[config.mk]
export PLATFORM = sky130hd
export DESIGN_NAME = flash_program_control
export DESIGN_NICKNAME = d
export VERILOG_FILES = /design/src/hw/flash_ctrl_pkg.sv /design/src/hw/flash_program_control.sv /design/src/hw/sync_2ff.sv /design/src/hw/irq_sticky.sv
export SDC_FILE = /design/constraint.sdc
export NUM_CORES = 1
export LEC_CHECK = 0
export ABC_AREA = 0
export BUFFER_PORTS_ARGS = -buffer_cell sky130_fd_sc_hd__buf_2
export CORE_MARGIN = 1
export CORE_UTILIZATION = 43
export CTS_BUF_LIST = sky130_fd_sc_hd__clkbuf_16
export DETAILED_ROUTE_END_ITERATION = 10
export PLACE_DENSITY = 0.79
export SYNTH_ARGS = -nofsm -noshare
export SYNTH_HDL_FRONTEND = slang
export SYNTH_SLANG_ARGS = --single-unit
export TNS_END_PERCENT = 1
[constraint.sdc]
create_clock -name clk_sys -period 2.2 [get_ports clk_sys]
set_input_delay 0.44 -clock clk_sys [delete_from_list [all_inputs] [get_ports clk_sys]]
set_output_delay 0.44 -clock clk_sys [all_outputs]
set_load 0.01 [all_outputs]
[src/hw/flash_ctrl_pkg.sv]
// Constants for the flash program control block.
// Assumes a 200 MHz system clock and a 32-bit register port.
package flash_ctrl_pkg;

	// ****************************************************************
	// Register offsets
	// ****************************************************************
	localparam logic [7:0]  CTRL_OFFSET     = 8'h00;
	localparam logic [7:0]  IRQ_STAT_OFFSET = 8'h04;
	localparam logic [7:0]  IRQ_CLR_OFFSET  = 8'h08;
	localparam logic [7:0]  IRQ_EN_OFFSET   = 8'h0C;

	// ****************************************************************
	// Control register fields
	// ****************************************************************
	localparam int          LAUNCH_BIT      = 15;
	localparam int          ARM_BIT         = 14;
	localparam int          SEQ_FAIL_BIT    = 13;
	localparam int          LOW_VOLT_BIT    = 12;
	localparam int          SWAP_BIT        = 7;
	localparam int          OPSEL_LSB       = 0;
	localparam int          OPSEL_W         = 4;
	localparam logic [3:0]  OPSEL_CLEAR     = 4'h0;
	localparam logic [3:0]  OPSEL_RESET     = 4'h0;

	// ****************************************************************
	// Interrupt status layout
	// ****************************************************************
	localparam int          IRQ_W           = 3;
	localparam int          IRQ_DONE_BIT    = 0;
	localparam int          IRQ_FAIL_BIT    = 1;
	localparam int          IRQ_LOWV_BIT    = 2;
	localparam logic [2:0]  IRQ_EN_RESET    = 3'h0;

	// ****************************************************************
	// Sequencer states
	// ****************************************************************
	typedef enum logic [1:0] {
		SEQ_IDLE  = 2'b00,
		SEQ_START = 2'b01,
		SEQ_BUSY  = 2'b10
	} seq_state_t;

endpackage

[src/hw/flash_program_control.sv]
// Flash program control: control register, launch supervision, bank swap.
// Assumes rst_n is the power-on reset and the flash engine is on clk_sys.
//
// The register offsets and the plain strobed port were chosen for this implementation.
`timescale 1ns/100ps
module flash_program_control
	import flash_ctrl_pkg::*;
(
	input  wire logic         clk_sys,
	input  wire logic         rst_n,
	input  wire logic         sysRst_n,
	input  wire logic [7:0]   regAddr,
	input  wire logic [31:0]  regWdata,
	input  wire logic         regWr,
	input  wire logic         regRd,
	output logic      [31:0]  regRdata,
	input  wire logic         unlockDone,
	input  wire logic         opDone,
	input  wire logic         opFail,
	input  wire logic         lowVoltPin,
	output logic              opStart,
	output logic      [3:0]   opCode,
	output logic              bankSwap,
	output logic              lowerBank2,
	output logic              irq
);

	// ****************************************************************
	// Declarations
	// ****************************************************************
	logic        launch_q;
	logic        launch_d;
	logic        arm_q;
	logic        arm_d;
	logic        seqFail_q;
	logic        seqFail_d;
	logic        lowVolt_q;
	logic        lowVolt_d;
	logic        swap_q;
	logic        swap_d;
	logic [3:0]  opSel_q;
	logic [3:0]  opSel_d;
	logic        unlock_q;
	logic        unlock_d;
	seq_state_t  state_q;
	seq_state_t  state_d;
	logic        opStart_q;
	logic [31:0] rdata_q;
	logic [31:0] rdata_d;
	logic        swapOut_q;
	logic        lowerBank2_q;

	logic        lowVoltSync;
	logic        sysRstSync;
	logic        softReset;

	logic        ctrlWr;
	logic        irqClrWr;
	logic        irqEnWr;
	logic        ctrlRd;
	logic        statRd;
	logic        enRd;
	logic        launchReq;
	logic        launchOk;
	logic        clearLaunch;
	logic        swapReq;
	logic        swapOk;
	logic        opEnd;
	logic        opEndFail;
	logic        lowVoltEvt;
	logic [31:0] ctrlValue;
	logic        wrLaunch;
	logic        wrArm;
	logic        wrSwap;
	logic [3:0]  wrOpSel;
	logic        opSelWr;
	logic        seqIdle;
	logic        seqBusy;
	logic        opStart_d;
	logic [31:0] statValue;
	logic [31:0] enValue;

	logic [IRQ_W-1:0] irqEvents;
	logic [IRQ_W-1:0] irqStatus;
	logic [IRQ_W-1:0] irqEnable;
	logic             irqLine;
	logic [IRQ_W-1:0] irqClrMask;

	// ****************************************************************
	// Input synchronisers
	// ****************************************************************
	sync_2ff #(
		.W (2)
	) u_sync (
		.clk_sys (clk_sys),
		.rst_n   (rst_n),
		.asyncIn ({lowVoltPin, ~sysRst_n}),
		.syncOut ({lowVoltSync, sysRstSync})
	);

	// Non-POR reset: clears select, swap and interrupt state only
	// Carried active high so the synchroniser's reset value is idle
	assign softReset = sysRstSync;

	// ****************************************************************
	// Address decode
	// ****************************************************************
	assign ctrlWr   = regWr && (regAddr == CTRL_OFFSET);
	assign irqClrWr = regWr && (regAddr == IRQ_CLR_OFFSET);
	assign irqEnWr  = regWr && (regAddr == IRQ_EN_OFFSET);
	assign ctrlRd   = regRd && (regAddr == CTRL_OFFSET);
	assign statRd   = regRd && (regAddr == IRQ_STAT_OFFSET);
	assign enRd     = regRd && (regAddr == IRQ_EN_OFFSET);

	// ****************************************************************
	// Write data fields
	// ****************************************************************
	assign wrLaunch = regWdata[LAUNCH_BIT];
	assign wrArm    = regWdata[ARM_BIT];
	assign wrSwap   = regWdata[SWAP_BIT];
	assign wrOpSel  = regWdata[OPSEL_LSB +: OPSEL_W];
	assign opSelWr  = ctrlWr && !arm_q;

	// ****************************************************************
	// Control write qualification
	// ****************************************************************
	// Launch needs arm already set and a fresh unlock
	assign launchReq = ctrlWr && wrLaunch;
	assign launchOk  = launchReq && arm_q && unlock_q && !launch_q && seqIdle;

	// Swap change needs arm clear and a fresh unlock
	assign swapReq = ctrlWr && (wrSwap != swap_q);
	assign swapOk  = swapReq && !arm_q && unlock_q;

	// Launch with select zero is a flag clear with no flash activity
	assign clearLaunch = launchOk && (opSel_q == OPSEL_CLEAR);

	assign seqIdle    = (state_q == SEQ_IDLE);
	assign seqBusy    = (state_q == SEQ_BUSY);
	assign opEnd      = seqBusy && opDone;
	assign opEndFail  = opEnd && opFail;
	assign lowVoltEvt = lowVoltSync && !lowVolt_q;

	// ****************************************************************
	// Next-state logic
	// ****************************************************************
	// Unlock is consumed by the write it enables
	assign unlock_d = unlockDone ? 1'b1 :
	                  ((launchOk || swapOk) ? 1'b0 : unlock_q);

	assign arm_d = ctrlWr ? wrArm : arm_q;

	// Software writes of zero have no effect on launch
	assign launch_d = (launchOk && !clearLaunch) ? 1'b1 :
	                  (opEnd ? 1'b0 : launch_q);

	assign opSel_d = softReset ? OPSEL_RESET :
	                 (opSelWr ?
	                  wrOpSel : opSel_q);

	assign swap_d = softReset ? 1'b0 :
	                (swapOk ? wrSwap : swap_q);

	// Set wins over the clearing launch
	assign seqFail_d = (opEndFail || (launch_q && lowVoltSync)) ? 1'b1 :
	                   (clearLaunch ? 1'b0 : seqFail_q);

	assign lowVolt_d = lowVoltSync ? 1'b1 :
	                   (clearLaunch ? 1'b0 : lowVolt_q);

	// ****************************************************************
	// Sequencer
	// ****************************************************************
	always_comb begin
		state_d = state_q;
		unique case (state_q)
			SEQ_IDLE: begin
				if (launchOk && !clearLaunch) begin
					state_d = SEQ_START;
				end
			end
			SEQ_START: begin
				state_d = SEQ_BUSY;
			end
			SEQ_BUSY: begin
				if (opDone) begin
					state_d = SEQ_IDLE;
				end
			end
			default: begin
				state_d = SEQ_IDLE;
			end
		endcase
	end

	// ****************************************************************
	// Power-on-only state
	// ****************************************************************
	always_ff @(posedge clk_sys or negedge rst_n) begin
		if (!rst_n) begin
			launch_q <= 1'b0;
			arm_q    <= 1'b0;
		end else begin
			launch_q <= launch_d;
			arm_q    <= arm_d;
		end
	end

	// ****************************************************************
	// Error flags
	// ****************************************************************
	always_ff @(posedge clk_sys or negedge rst_n) begin
		if (!rst_n) begin
			seqFail_q <= 1'b0;
			lowVolt_q <= 1'b0;
		end else begin
			seqFail_q <= seqFail_d;
			lowVolt_q <= lowVolt_d;
		end
	end

	// ****************************************************************
	// Unlock pending
	// ****************************************************************
	always_ff @(posedge clk_sys or negedge rst_n) begin
		if (!rst_n) begin
			unlock_q <= 1'b0;
		end else begin
			unlock_q <= unlock_d;
		end
	end

	// ****************************************************************
	// Sequencer register
	// ****************************************************************
	always_ff @(posedge clk_sys or negedge rst_n) begin
		if (!rst_n) begin
			state_q <= SEQ_IDLE;
		end else begin
			state_q <= state_d;
		end
	end

	// ****************************************************************
	// Configuration state
	// ****************************************************************
	always_ff @(posedge clk_sys or negedge rst_n) begin
		if (!rst_n) begin
			opSel_q <= OPSEL_RESET;
			swap_q  <= 1'b0;
		end else begin
			opSel_q <= opSel_d;
			swap_q  <= swap_d;
		end
	end

	// ****************************************************************
	// Interrupt status
	// ****************************************************************
	assign irqEvents  = {lowVoltEvt, opEndFail, opEnd || clearLaunch};
	assign irqClrMask = irqClrWr ? regWdata[IRQ_W-1:0] : {IRQ_W{1'b0}};

	irq_sticky #(
		.W (IRQ_W)
	) u_irq (
		.clk_sys  (clk_sys),
		.rst_n    (rst_n),
		.softClr  (softReset),
		.eventIn  (irqEvents),
		.clrIn    (irqClrMask),
		.enWr     (irqEnWr),
		.enData   (regWdata[IRQ_W-1:0]),
		.status_q (irqStatus),
		.enable_q (irqEnable),
		.irq_q    (irqLine)
	);

	// ****************************************************************
	// Read path
	// ****************************************************************
	// Upper half is unimplemented
	assign ctrlValue = {16'h0000, launch_q, arm_q, seqFail_q, lowVolt_q,
	                    4'h0, swap_q, 3'h0, opSel_q};

	assign statValue = {29'h0000000, irqStatus};
	assign enValue   = {29'h0000000, irqEnable};

	assign rdata_d = ctrlRd ? ctrlValue :
	                 statRd ? statValue :
	                 enRd   ? enValue :
	                 32'h00000000;

	// ****************************************************************
	// Output registers
	// ****************************************************************
	always_ff @(posedge clk_sys or negedge rst_n) begin
		if (!rst_n) begin
			rdata_q <= 32'h00000000;
		end else begin
			rdata_q <= rdata_d;
		end
	end

	// ****************************************************************
	// Start pulse
	// ****************************************************************
	assign opStart_d = (state_d == SEQ_START);

	always_ff @(posedge clk_sys or negedge rst_n) begin
		if (!rst_n) begin
			opStart_q <= 1'b0;
		end else begin
			opStart_q <= opStart_d;
		end
	end

	// ****************************************************************
	// Bank mapping
	// ****************************************************************
	always_ff @(posedge clk_sys or negedge rst_n) begin
		if (!rst_n) begin
			swapOut_q    <= 1'b0;
			lowerBank2_q <= 1'b0;
		end else begin
			swapOut_q    <= swap_d;
			lowerBank2_q <= swap_d;
		end
	end

	assign regRdata   = rdata_q;
	assign opStart    = opStart_q;
	assign opCode     = opSel_q;
	assign bankSwap   = swapOut_q;
	assign lowerBank2 = lowerBank2_q;
	assign irq        = irqLine;

endmodule // flash_program_control

[src/hw/sync_2ff.sv]
// Two flip-flop synchroniser for levels from outside the clock domain.
// Assumes inputs are quasi-static relative to clk_sys.
`timescale 1ns/100ps
module sync_2ff #(
	parameter int W = 1
) (
	input  wire logic         clk_sys,
	input  wire logic         rst_n,
	input  wire logic [W-1:0] asyncIn,
	output logic      [W-1:0] syncOut
);
	logic [W-1:0] meta_q;

	always_ff @(posedge clk_sys or negedge rst_n) begin
		if (!rst_n) begin
			meta_q  <= '0;
			syncOut <= '0;
		end else begin
			meta_q  <= asyncIn;
			syncOut <= meta_q;
		end
	end
endmodule // sync_2ff

[src/hw/irq_sticky.sv]
// Sticky event status with write-one-to-clear, enable mask and level irq.
// Assumes events and clears come from logic on clk_sys.
`timescale 1ns/100ps
module irq_sticky #(
	parameter int W = 3
) (
	input  wire logic         clk_sys,
	input  wire logic         rst_n,
	input  wire logic         softClr,
	input  wire logic [W-1:0] eventIn,
	input  wire logic [W-1:0] clrIn,
	input  wire logic         enWr,
	input  wire logic [W-1:0] enData,
	output logic      [W-1:0] status_q,
	output logic      [W-1:0] enable_q,
	output logic              irq_q
);
	logic [W-1:0] status_d;
	logic [W-1:0] enable_d;

	// Set wins over clear
	assign status_d = softClr ? eventIn : ((status_q & ~clrIn) | eventIn);
	assign enable_d = softClr ? '0 : (enWr ? enData : enable_q);

	always_ff @(posedge clk_sys or negedge rst_n) begin
		if (!rst_n) begin
			status_q <= '0;
			enable_q <= '0;
			irq_q    <= 1'b0;
		end else begin
			status_q <= status_d;
			enable_q <= enable_d;
			irq_q    <= |(status_d & enable_d);
		end
	end
endmodule // irq_sticky

# Word-level counts from Yosys, hierarchy flattened
# Cells that the tools add are included.
# word_totals
regBits	40
inputBits	49
output_inout_bits	40
wordCells	86
# classes
n_eq_ne	7
n_mux	21
n_bitwise	5
reduce_logical	38
# op_table
op	count
logical AND 1 bit	21
2-to-1 mux 3 bit	6
== test 8 x 4 -> 1 bit (second input constant)	2
2-to-1 mux 16 bit	1
nonzero test 2 bit	6
2-to-1 mux 1 bit	9
== test 8 x 3 -> 1 bit (second input constant)	1
logical NOT 8 bit	1
2-to-1 mux 4 bit	2
AND 3 bit	2
one-hot mux 2 bit (3 select lines)	1
== test 2 x 1 -> 1 bit (second input constant)	2
logical NOT 1 bit	4
logical NOT 4 bit	1
2-to-1 mux 2 bit	2
logical OR 1 bit	3
NOT 3 bit	1
OR 3 bit	1
OR reduction 3 bit	1
== test 2 bit (second input constant)	1
logical NOT 2 bit	1
!= test 1 bit	1
NOT 1 bit	1

# Longest topological paths before layout
# Gate-level depths: netlist of run 1.
# depth
ltp_word	13
ltp_mapped	6

# Cells and area by module
# A second synthesis of run 1 with hierarchy kept.
# hier_totals
cells_unflattened	141
area_unflattened_um2	1580.3
# by_module_without_submodules
mod	n_inst	cells_per_inst	area_per_inst_um2
flash_program_control	1	115	1203.7
irq_sticky	1	22	276.5
sync_2ff	1	4	100.1

# Worst setup path after synthesis of run 1
# No wires, ideal clock.
# synth_timing
path_type	input to register
startpoint	input port regAddr[5]
endpoint	register u_irq.irq_q
setup_time_ns	0.126
arrival_ns	1.615
required_time_ns	2.074
slack_ns	0.459
cell_stages	5
path_buffers	0
cell_sequence	nor4_4 > nand4_2 > mux2i_1 > a311oi_2 > a221o_1
# synth_via
elab_chain_len	13
elab_cells_between_ends	22
classes_between	2 x eq/ne; 4 x mux; 4 x bitwise; 12 x reduce/logical
# synth_lines
element	line_no	text
start, declared	flash_program_control.sv:12	input wire logic [7:0] regAddr,
logical NOT 8 bit	flash_program_control.sv:108	assign ctrlWr = regWr && (regAddr == CTRL_OFFSET);
logical AND 1 bit	flash_program_control.sv:108	
logical AND 1 bit	flash_program_control.sv:128	assign launchReq = ctrlWr && wrLaunch;
logical AND 1 bit (4 in a row)	flash_program_control.sv:129	assign launchOk = launchReq && arm_q && unlock_q && !launch_q && seqIdle;
logical AND 1 bit	flash_program_control.sv:136	assign clearLaunch = launchOk && (opSel_q == OPSEL_CLEAR);
logical OR 1 bit	flash_program_control.sv:260	assign irqEvents = {lowVoltEvt, opEndFail, opEnd || clearLaunch};
OR 3 bit	irq_sticky.sv:22	assign status_d = softClr ? eventIn : ((status_q & ~clrIn) | eventIn);
2-to-1 mux 3 bit	irq_sticky.sv:22	
AND 3 bit *	irq_sticky.sv:33	irq_q <= |(status_d & enable_d);
OR reduction 3 bit *	irq_sticky.sv:33	
end signal, assigned	irq_sticky.sv:33	
end, declared	irq_sticky.sv:16	output logic irq_q
# Mark *: on every way between the ends. The rest lies on a longest branch, timed or not.
# A chain may end at the register's enable or synchronous reset.

# Worst setup path after layout of run 1
# layout_timing
startpoint	register launch_q
endpoint	register u_irq.irq_q
# layout_via
elab_chain_len	9
# layout_lines
element	line_no	text
start, declared	flash_program_control.sv:31	logic launch_q;
start signal, assigned	flash_program_control.sv:204	launch_q <= launch_d;
logical NOT 1 bit *	flash_program_control.sv:129	
logical AND 1 bit * (2 in a row)	flash_program_control.sv:129	
logical AND 1 bit *	flash_program_control.sv:136	
logical OR 1 bit *	flash_program_control.sv:260	
OR 3 bit	irq_sticky.sv:22	
2-to-1 mux 3 bit *	irq_sticky.sv:22	
AND 3 bit *	irq_sticky.sv:33	
OR reduction 3 bit *	irq_sticky.sv:33	
# Marks and branches as above.

==> results list, run 1 <==
- Per report_power, the combinational group accounts for 6.0% of the total.
- After Yosys synthesis, and, or, nand and nor cells account for between 15 and 20% of the synthesized area.
- Setup violations remaining at the end of the flow were counted as 0.
- Origin of the critical flop-to-flop path: launch_q
- Antenna violations before repair: 0
- Register bit count reported by yosys: 33
- 1st-pass router iterations: 4
- Switching share of total power: between 20% and 30%
* Count of hold-fix buffers inserted at cts: 0
* Horizontal die dimension: 62.21 um
- Excluding fillers, the count of instances in the completed layout stands at approximately 230.
- Number of cells produced by synthesis: around 140
* Async set or reset register ratio after synthesis: 100.0%
- Syn avg cell area: ~11 um2
* Die Span Y: 62.21 um
* Via density per instance: roughly 4.9
- Switching Power: between 200 and 300 uW
- Global routing finished with a remaining overflow of 0.
- Total Power Consumption: around 1300 uW
- The via count of the first global-routing pass is around 1200.
- Vias: 1138
* Synth top cells by count: dfrtp_1, buf_4, nor2_1, nand2_1
* Highest attainable clock frequency: approximately 0.57 GHz
- Register-to-Register Path Depth: 4
- The critical path contains buffers and inverters numbering 0 combined.
- Capture point of the worst path: u_irq.irq_q
- Dominant combinational cell family by area after synthesis: simple AND/OR/NAND/NOR gates
- Pleak: a little over 0.001 uW
- Grouping stages by cell kind, the critical path spends the most delay in simple AND/OR/NAND/NOR gates.
- Along the worst path, the maximum fanout reaches 4.
- Of the available clock period, the critical path in the final layout requires around 79%.
* Ant. Diodes: 0
- Critical-path top delay cell: nor4bb_1
- The number of max-slew violations in the final report came to 0.
- Buffers added to address setup during post-CTS repair amount to 0.
* Die area: roughly 3900 um2
- Std-Cell Core Area: 3416 um2
* Cts bufs inserted: 5
- RD Place Congestion: roughly 0.77
- Compared with the post-synthesis result, the final layout area differs by 20.31%.
* Number of hold violations in the final report: 0
* Post-route minimum period: 1.746 ns
- Worst-Margin Slew: ~0.69 ns
- Post-synth cell types: 34
* Parity-gate share of the synthesized area counting xor and xnor cells: less than 1%
- Starting Density: between 40% and 50%
* Req. time, crit path: 2.41 ns
- The worst setup path is of the reg -> reg kind.
* Share of the synthesized area in the top cell type: a little over half
- STA classifies the critical path startpoint as a register.
- In the final design database the tool counted between 200 and 250 nets.
- The count of nets left with antenna violations once routing finished came out at 0.
- Status: completed
- 1st-iter DRT viols: 88
* Final routed wire length divided by cell count: 13.40 um
- Primary flip-flop cell chosen by synthesis mapping: dfrtp_1
- Rel. slew slack: a little over half
* Most common cell in the netlist: dfrtp_1
- dfrtp_1 takes more of the synthesized area than any other cell.
- Setup repair after global routing left no endpoint under its margin.
* Post-CTS sizing: 0
- Multiplexer share of the synthesized area: 5.217%
- EDFF count, synth: 0
* Standard-cell rows: 21
* Combined global-route utilization of all metal layers: 17.26%
- R2R setup slack: around 0.45 ns
- Clock Latency Late Sink: between 0.2 and 0.3 ns
- Top cells by area, synth: dfrtp_1, buf_4, mux2i_1
* Buffers on Ports: 40
- TritonCTS sink count: 33
- Summing the areas of all fa, ha and maj instances in the mapped netlist gives 0% of the synthesized area.
* Flop pwr share: around 46%
- For this run, the slowest stage of the critical path takes a little over 0.6 ns.
* Detailed Route WL: ~3100 um
- The tool flagged a number of max-cap violations equal to 0.
- Total half-perimeter wirelength after legalization and detailed placement: between 2000 and 2500 um
* Root cell of the clock tree: clkbuf_16
* Clock skew: 0.001048 ns
- Data on the critical path arrives at its endpoint at 1.96 ns.
- I/O Pins: 89
- TritonCTS built the clock tree.
- The worst register-to-register path ends at u_irq.irq_q.
- Portion of total power attributed to the clock network: between 40% and 50%
* Cell area after synthesis: approximately 1600 um2
* Capturing element type of the critical path: register
* Count of warnings emitted by yosys: 0
* Fraction of final layout cells with drive strength greater than 1: approximately 33%
- Min-Delay Path Class: in -> async
- Tracing the worst setup path back leads to its startpoint at launch_q.
- Adding up every negative setup slack in the final design gives 0 ns.
* Critical path, cell by cell: nor4bb_1, nand4_4, a311oi_2, a221o_1
- PwrDens: between 700 and 800 nW/um2
- After detailed routing, the number of remaining DRC violations is 0.
- Max IR drop VDD: ~0.00026 V
- Counting buffers and inverters, the worst setup path is 4 cells deep.
- # placed instances: between 200 and 250
- Internal: ~1000 uW
- Pin count of the biggest net entering global routing: 34
* Buffer levels on the longest clock path: 2
* Seq/Total Area, Yosys: 52.97%
- The H-tree was split into 2 levels.
- Summing the areas of all compound-gate instances in the mapped netlist gives 7.384% of the synthesized area.
- The first global-routing pass estimated between 5000 and 6000 um of wire.
- After clock tree synthesis, the clock-pin slew on the worst setup and hold paths is ~0.050 ns.
-- flip-flops by register name, summed over array words and instances, names as in the netlist, 2 cells and up --
| name | count |
|---|---|
| opCode | 4 |
| regRdata | 9 |
| state_q | 2 |
| u_irq.enable_q | 3 |
| u_irq.status_q | 3 |
| u_sync.meta_q | 2 |
| u_sync.syncOut | 2 |
-- power groups by stage --
stage	clock network, uW	registers (uW)	logic (uW)
after global placement	0	628	78.7
after detailed placement	0	628	79.7
after CTS	650	618	80.4
after global routing	675	619	89.5
after floorplan	0	627	66.8
final	646	619	80.7
-- worst register-to-register path: cells and delay by family, from the launching register on --
family	cells	cell delay, ns
flops	1	0.41
compound gates	2	0.44
simple gates	2	0.84
-- worst min path at each step --
stage / start / to / slack [ns] / cells after the start
3_5_place_dp: u_sync.meta_q[0] / u_sync.syncOut[0] / 0.34 / 0
4_1_cts: rst_n / regRdata[14] / 0.24 / 1
5_1_grt: lowVoltPin / u_sync.meta_q[1] / 0.27 / 1
6_report: rst_n / launch_q / 0.21 / 1
3_3_place_gp: u_sync.meta_q[1] / u_sync.syncOut[1] / 0.33 / 0
2_1_floorplan: rst_n / arm_q / 0.14 / 0
-- cell usage in the layout, fill, tap and decap left out, drive strengths merged, types with 7 or more instances in the layout --
cell type | netlist | layout
buf | 26 | 44
dfrtp | 33 | 33
conb | 1 | 23
nor2 | 13 | 13
nand2 | 8 | 8
inv | 7 | 8
and2 | 7 | 7
mux2i | 7 | 7
-- per-layer routing --
metal	track usage, %	vias up	share of wire (%)
met4	11.34	0	2.2
met2	28.16	52	50
met1	19.93	553	42
met5	0	-	0
met3	4.596	9	5.7
li1	-	524	-
-- kinds of logic (layout without fill, tap and decap cells) --
group / Yosys count / count (layout)
AND/OR/NAND/NOR: 49 / 49
flip-flops: 33 / 33
multiplexers: 8 / 8
buffers and inverters: 33 / 59
AO/OA/AOI/OAI: 13 / 13
other: 1 / 23
XOR/XNOR: 1 / 1
-- metrics by stage --
stage	instance area, um2	setup WS [ns]	utilization [%]	hold WS [ns]
floorplan	1642	0.4588	-	0.1444
global placement	1737	0.2806	50.84	0.3327
detailed placement	1737	0.2668	50.84	0.3373
CTS	1876	0.4662	54.91	0.2373
global route	1876	0.3471	54.91	0.2662
finish	1876	0.4539	54.91	0.2103
-- area by class of cell --
type                            instances  area, um2
Tap cell                               46      57.56
Fill cell                             318       1540
Sequential cell                        33      825.8
Clock buffer                            5      125.1
Clock inverter                          3      13.76
Inverter                                7      26.28
Multi-Input combinational cell         94      596.8
Timing Repair Buffer                   44      230.2
No activity file was read; power rests on OpenSTA's default activity.
==> run 2: changes to the inputs <==
Settings changed: CORE_UTILIZATION 43 to 39, PLACE_DENSITY 0.79 to 0.75.
Clock period 2.2 ns to 1.5 ns, I/O delays scaled along.
==> results list, run 2 (synthesis results as in run 1) <==
- RSZ-0062 raised after global routing: yes
- The y dimension of the die was 65.23 um (+4.8%).
- The count of input and output buffers was 40 (unchanged).
- Critical path, cell by cell: nor4_2, buf_4, nand4_4, a311oi_2, a221o_1
* 1st-pass router iterations: 4 (unchanged)
* TritonCTS sink count: 33 (unchanged)
- The DRC violations left is 0 (unchanged).
* Finish-stage setup viols: 0 (unchanged)
* Setup slack at placement: -0.2520 ns (-0.5187 ns)
* Count of final max-slew check failures: 0 (unchanged)
* Clock tree from TritonCTS: done
- Req. time, crit path: 1.70 ns (-0.71 ns)
- The placement row count is 22 (+4.8%).
- The library cells used most frequently in the layout, excluding fill and tap cells, are buf_2, dfrtp_1, conb_1.
- The via count of the first global-routing pass came to 1104 (-5.5%).
- The largest clock skew in the final design is 0.005758 ns (+0.004710 ns).
* Final period utilization: 96.17% (+17 points)
* R2R setup slack: 0.06 ns (-0.40 ns)
- Number of nets in the layout: 253 (+8.1%)
* Min-Delay Path Class: in -> reg
* Number of hold violations in the final report: 0 (unchanged)
- Die area: 4254 um2 (+9.9%)
- The initial antenna violation count came to 0 (unchanged).
- The maximum number of pins on one net before global-route repair was 19 (-44%).
- Startpoint types: register
- Capture point of the worst path: u_irq.irq_q
* Std-Cell Core Area: 3744 um2 (+9.6%)
- The CTS buffer count came to 5 (unchanged).
- The worst-case vdd ir drop was 0.0004747 V (+81%).
- The overall routed net length was 2951 um (-5.1%).
- The layout cell share with drive strength beyond 1 is 39.02% (+6.2 points).
* Global-route wire length before repair: 4843 um (-5.2%)
- The total placed instance area is 1886 um2 (+8.6%).
- The endpoint arrival time on the critical path is 1.65 ns (-0.31 ns).
* RD Place Congestion: 0.8251 (+6.7%)
- The flip-flop count of the largest register, all copies and words added is 9 (unchanged).
- Number of nets with antenna violations after detailed routing: 0 (unchanged)
- The fmax was 0.6932 GHz (+21%).
- Clk pin slew, worst setup/hold paths: 0.05 ns (about the same)
* Via density per instance: 4.549 (-7.3%)
* Slowest Stage Delay on Critical Path: 0.38 ns (-0.24 ns)
- Register-to-Register Path Depth: 5 (+1)
* Relative area change from synthesis to final layout: 33.55%
* Combined global-route utilization of all metal layers: 15.51% (-1.8 points)
- Sum of negative setup slack: 0 ns (unchanged)
- Capturing element type of the critical path: register
- The post-detailed-placement half-perimeter wirelength came to 2333 um (+5.9%).
- The initial cell density of the core is 41.64% (-4.0 points).
- The total number of vias is 1151 (+1.1%).
- The leakage power total is 0.001117 uW (+9.7%).
- CTS HTree Levels: 2 (unchanged)
- PwrDens: 1028 nW/um2 (+43%)
- The antenna cell count was 0 (unchanged).
- The number of violations of the max-capacitance limit was 0 (unchanged).
- The tree is rooted in a clkbuf_16.
- I/O Pins: 89 (unchanged)
* Final routed wire length divided by cell count: 11.66 um (-13%)
* Gr ovfl total: 0 (unchanged)
- The number of buffers on the longest clock path was 2 (unchanged).
* Commonest non-fill, non-tap cell in the layout: buf_2
- The clock period minus final worst setup slack came to 1.443 ns (-0.3036 ns).
- The critical path starts at opCode[2].
- Critical-path top delay cell: dfrtp_1
- Slack of the critical path: 0.05741 ns (-0.3964 ns)
- The chip width came to 65.23 um (+4.8%).
- Class of the most critical setup path: reg -> reg
- The clock latency at the later pin of the worst-skew pair came to 0.27 ns (about the same).
- The startpoint identified for the worst register-to-register timing path is opCode[2].
* Maximum fanout encountered on the critical timing path: 4 (unchanged)
- The DRC violation total after the first TritonRoute iteration is 49 (-44%).
* Status: completed
* Worst flop-to-flop path endpoint: u_irq.irq_q
- Post-route cell area: 2082 um2 (+11%)
## run 2: worst max-delay path, delay by kind of cell, from the launching register on
| family | cells | cell delay [ns] |
|---|---|---|
| simple gates | 2 | 0.43 |
| compound gates | 2 | 0.39 |
| flops | 1 | 0.38 |
| buf+inv | 1 | 0.19 |
## run 2: worst min path at each step
stage,end,slack (ns),from,cells past startpoint
2_1_floorplan,arm_q,0.004,rst_n,0
3_3_place_gp,regRdata[3],0.24,rst_n,1
3_5_place_dp,regRdata[3],0.25,rst_n,1
4_1_cts,u_sync.meta_q[1],0.13,lowVoltPin,1
5_1_grt,u_sync.meta_q[1],0.13,lowVoltPin,1
6_report,u_sync.meta_q[1],0.14,lowVoltPin,1
## run 2: timing repair
action / 4_1_cts / 5_1_grt
endpoints found under the setup margin: 1 / 4
gates cloned: 0 / 0
gates resized for setup: 0 / 3
hold buffers: 1 / 0
hold endpoints to repair: 15 / 0
buffers inserted: 1 / 0
pin swaps: 1 / 2
## run 2: per-stage QoR
step	util [%]	instances	total power, uW	hold slack [ns]
after floorplan	-	160	1018	0.004409
after global placement	50.37	243	1056	0.2437
after detailed placement	50.37	243	1057	0.2452
after CTS	55.18	253	2162	0.1291
after global routing	55.62	253	2227	0.1305
final	55.62	253	2141	0.1359
## run 2: power breakdown
| group | switching [uW] | internal [uW] | total [uW] |
|---|---|---|---|
| sequential | 5.30 | 902 | 907 |
| combinational | 85.4 | 54.8 | 140 |
| clock | 325 | 769 | 1090 |
| total | 416 | 1730 | 2140 |
## run 2: area by class of cell
type                            instances  area [um2]
Inverter                                7       26.28
Tap cell                               48       60.06
Sequential cell                        33       825.8
Clock buffer                            5       125.1
Timing Repair Buffer                   63       391.6
Multi-Input combinational cell         94       615.6
Clock inverter                          3       37.54
Fill cell                             336        1662
## run 2: metal layers
metal	routed length [um]	global-route usage [%]
met1	1264	16.94
met2	1506	26.80
met3	168	6.597
met4	13	5.163
met5	0	0
==> run 3: changes to the inputs <==
Settings changed: CORE_UTILIZATION 39 to 47, PLACE_DENSITY 0.75 to 0.85.
Clock period 1.5 ns to 1.8 ns, I/O delays scaled along.
==> results list, run 3 (synthesis results as in run 1) <==
- Among all stages on the critical path, the largest delay is contributed by dfrtp_1.
- Largest delay contributor family on the critical path: simple AND/OR/NAND/NOR gates
- Number of buffer and inverter stages on the critical path: 1 (unchanged)
- Total Power Consumption: 1648 uW (-23%)
- The worst-case vdd ir drop was 0.0003622 V (-24%).
- Antenna violations before repair: 0 (unchanged)
* Final period utilization: 86.16% (-10 points)
* Total half-perimeter wirelength after legalization and detailed placement: 2189 um (-6.2%)
* I/O Pins: 89 (unchanged)
- The layout cell share with drive strength beyond 1 is 33.86% (-5.2 points).
- Count of hold-fix buffers inserted at cts: 0 (-1)
* Clock skew: 0.002722 ns (-0.003035 ns)
- R2R setup slack: 0.25 ns (+0.19 ns)
- The total number of vias is 1144 (-0.61%).
* Std-Cell Core Area: 3103 um2 (-17%)
- Gr ovfl total: 0 (unchanged)
* Root cell of the clock tree: clkbuf_16
- STA classifies the critical path endpoint as a register.
- Buffer levels on the longest clock path: 2 (unchanged)
* Pleak: 0.001032 uW (-7.6%)
* Number of nets in the layout: 237 (-6.3%)
- Ant. Diodes: 0 (unchanged)
- Die Span Y: 59.60 um (-8.6%)
* Via density per instance: 4.910 (+7.9%)
- For the pin with the worst max-slew slack, the measured transition is 0.6947 ns.
- The post-cts sizing count was 0 (unchanged).
* Min-Delay Path Class: in -> async
- The worst hold margin came to 0.1257 ns (-0.01020 ns).
- Maximum fanout encountered on the critical timing path: 4 (unchanged)
- Buffers on Ports: 40 (unchanged)
- Pin count of the biggest net entering global routing: 34 (+15)
* Via count of the first global-routing pass: 1087 (-1.5%)
- TritonCTS built the clock tree.
- The DRC violation total after the first TritonRoute iteration was 66 (+35%).
* Post-route minimum period: 1.551 ns (+0.1084 ns)
- Post-CTS Repair Setup Buffers: 0 (-1)
* Global-route wire length before repair: 4554 um (-6.0%)
* TritonCTS sink count: 33 (unchanged)
- The endpoint arrival time on the critical path came to 1.76 ns (+0.11 ns).
* Critical path, cell by cell: nor4bb_1, buf_4, nand4_4, a311oi_2, a221o_1
* Max cap viols: 0 (unchanged)
- Class of the most critical setup path: reg -> reg
* Req. time, crit path: 2.01 ns (+0.31 ns)
- Starting Density: 50.24% (+8.6 points)
- Rel. slew slack: 53.69%
- The average wire length per cell after detail routing came to 12.51 um (+7.2%).
- The fmax is 0.6448 GHz (-7.0%).
- Drt drc: 0 (unchanged)
* Count of final max-slew check failures: 0 (unchanged)
- The share of the core filled with cells came to 61.09% (+5.5 points).
* Clk pin slew, worst setup/hold paths: 0.05 ns (about the same)
- Clock Latency Late Sink: 0.28 ns (about the same)
* Cts bufs inserted: 5 (unchanged)
- The number of iterations in the first detailed-routing pass came to 4 (unchanged).
* RD Place Congestion: 0.8109 (-1.7%)
- The full die area came to 3552 um2 (-17%).
- The library cells used most frequently in the layout, excluding fill and tap cells, are buf_2, dfrtp_1, conb_1.
- Finish-stage setup viols: 0 (unchanged)
- Detailed Route WL: 2914 um (-1.3%)
- The depth of the CTS H-tree came to 2 (unchanged).
* Number of nets with antenna violations after detailed routing: 0 (unchanged)
- Commonest non-fill, non-tap cell in the layout: buf_2
- The area growth from synthesis to layout is 21.59%.
- Slowest Stage Delay on Critical Path: 0.42 ns (+0.04 ns)
- The worst setup path is launched from a register.
- The power per cell area is 869.3 nW/um2 (-15%).
* Number of flip-flops under the largest register name: 9 (unchanged)
- The chip width was 59.60 um (-8.6%).
* RSZ-0062 raised after global routing: no
* Standard-cell rows: 20 (-9.1%)
- Number of hold violations in the final report: 0 (unchanged)
- The flow ran to the end, and the final reports show no timing, DRC or antenna violations.
- The global routing usage summed across all routing layers was 18.36% (+2.9 points).
## run 3: power breakdown
part	switching (uW)	leakage, uW	internal [uW]	total, uW
registers	4.53	0.000439	751	756
clock network	292	0.0000748	501	792
logic	66.3	0.000518	33.3	99.7
## run 3: worst reg2reg max path, stage by stage (launching register included)
cell      delay, ns
dfrtp_1        0.42
nor4bb_1       0.31
buf_4          0.18
nand4_4        0.14
a311oi_2       0.29
a221o_1        0.15
## run 3: routing by layer
metal	part of all wire, %	routed length [um]	vias up	GRT usage, %
li1	-	-	527	-
met1	39	1150	552	18.98
met2	52	1503	57	33.71
met3	6.1	178	8	3.930
met4	2.8	81	0	10.96
met5	0	0	-	0
## run 3: cell type report
type,instances,area (um2)
well taps,44,55.05
fillers,260,1207
clock inverters,3,13.76
inverters,7,26.28
multi-input cells,94,596.8
clock buffers,5,125.1
repair buffers,47,252.7
flip-flops and latches,33,825.8
## run 3: worst paths after layout
check	startpoint	end	cells past startpoint
worst max-delay path	launch_q	u_irq.irq_q	5
worst min-delay path	rst_n	regRdata[14]	1
worst max register to register	launch_q	u_irq.irq_q	5
worst min register to register	u_sync.meta_q[0]	u_sync.syncOut[0]	0
max in group asynchronous	rst_n	u_sync.syncOut[1]	1
min in group clk_sys	lowVoltPin	u_sync.meta_q[1]	1
## run 3: stage by stage
stage	setup slack [ns]	instances	area (um2)	TNS [ns]
2_1_floorplan	0.1388	160	1642	0
3_3_place_gp	-0.007147	225	1757	-0.007147
3_5_place_dp	-0.01236	225	1757	-0.01236
4_1_cts	0.2384	233	1896	0
5_1_grt	0.2111	233	1896	0
6_report	0.2490	233	1896	0
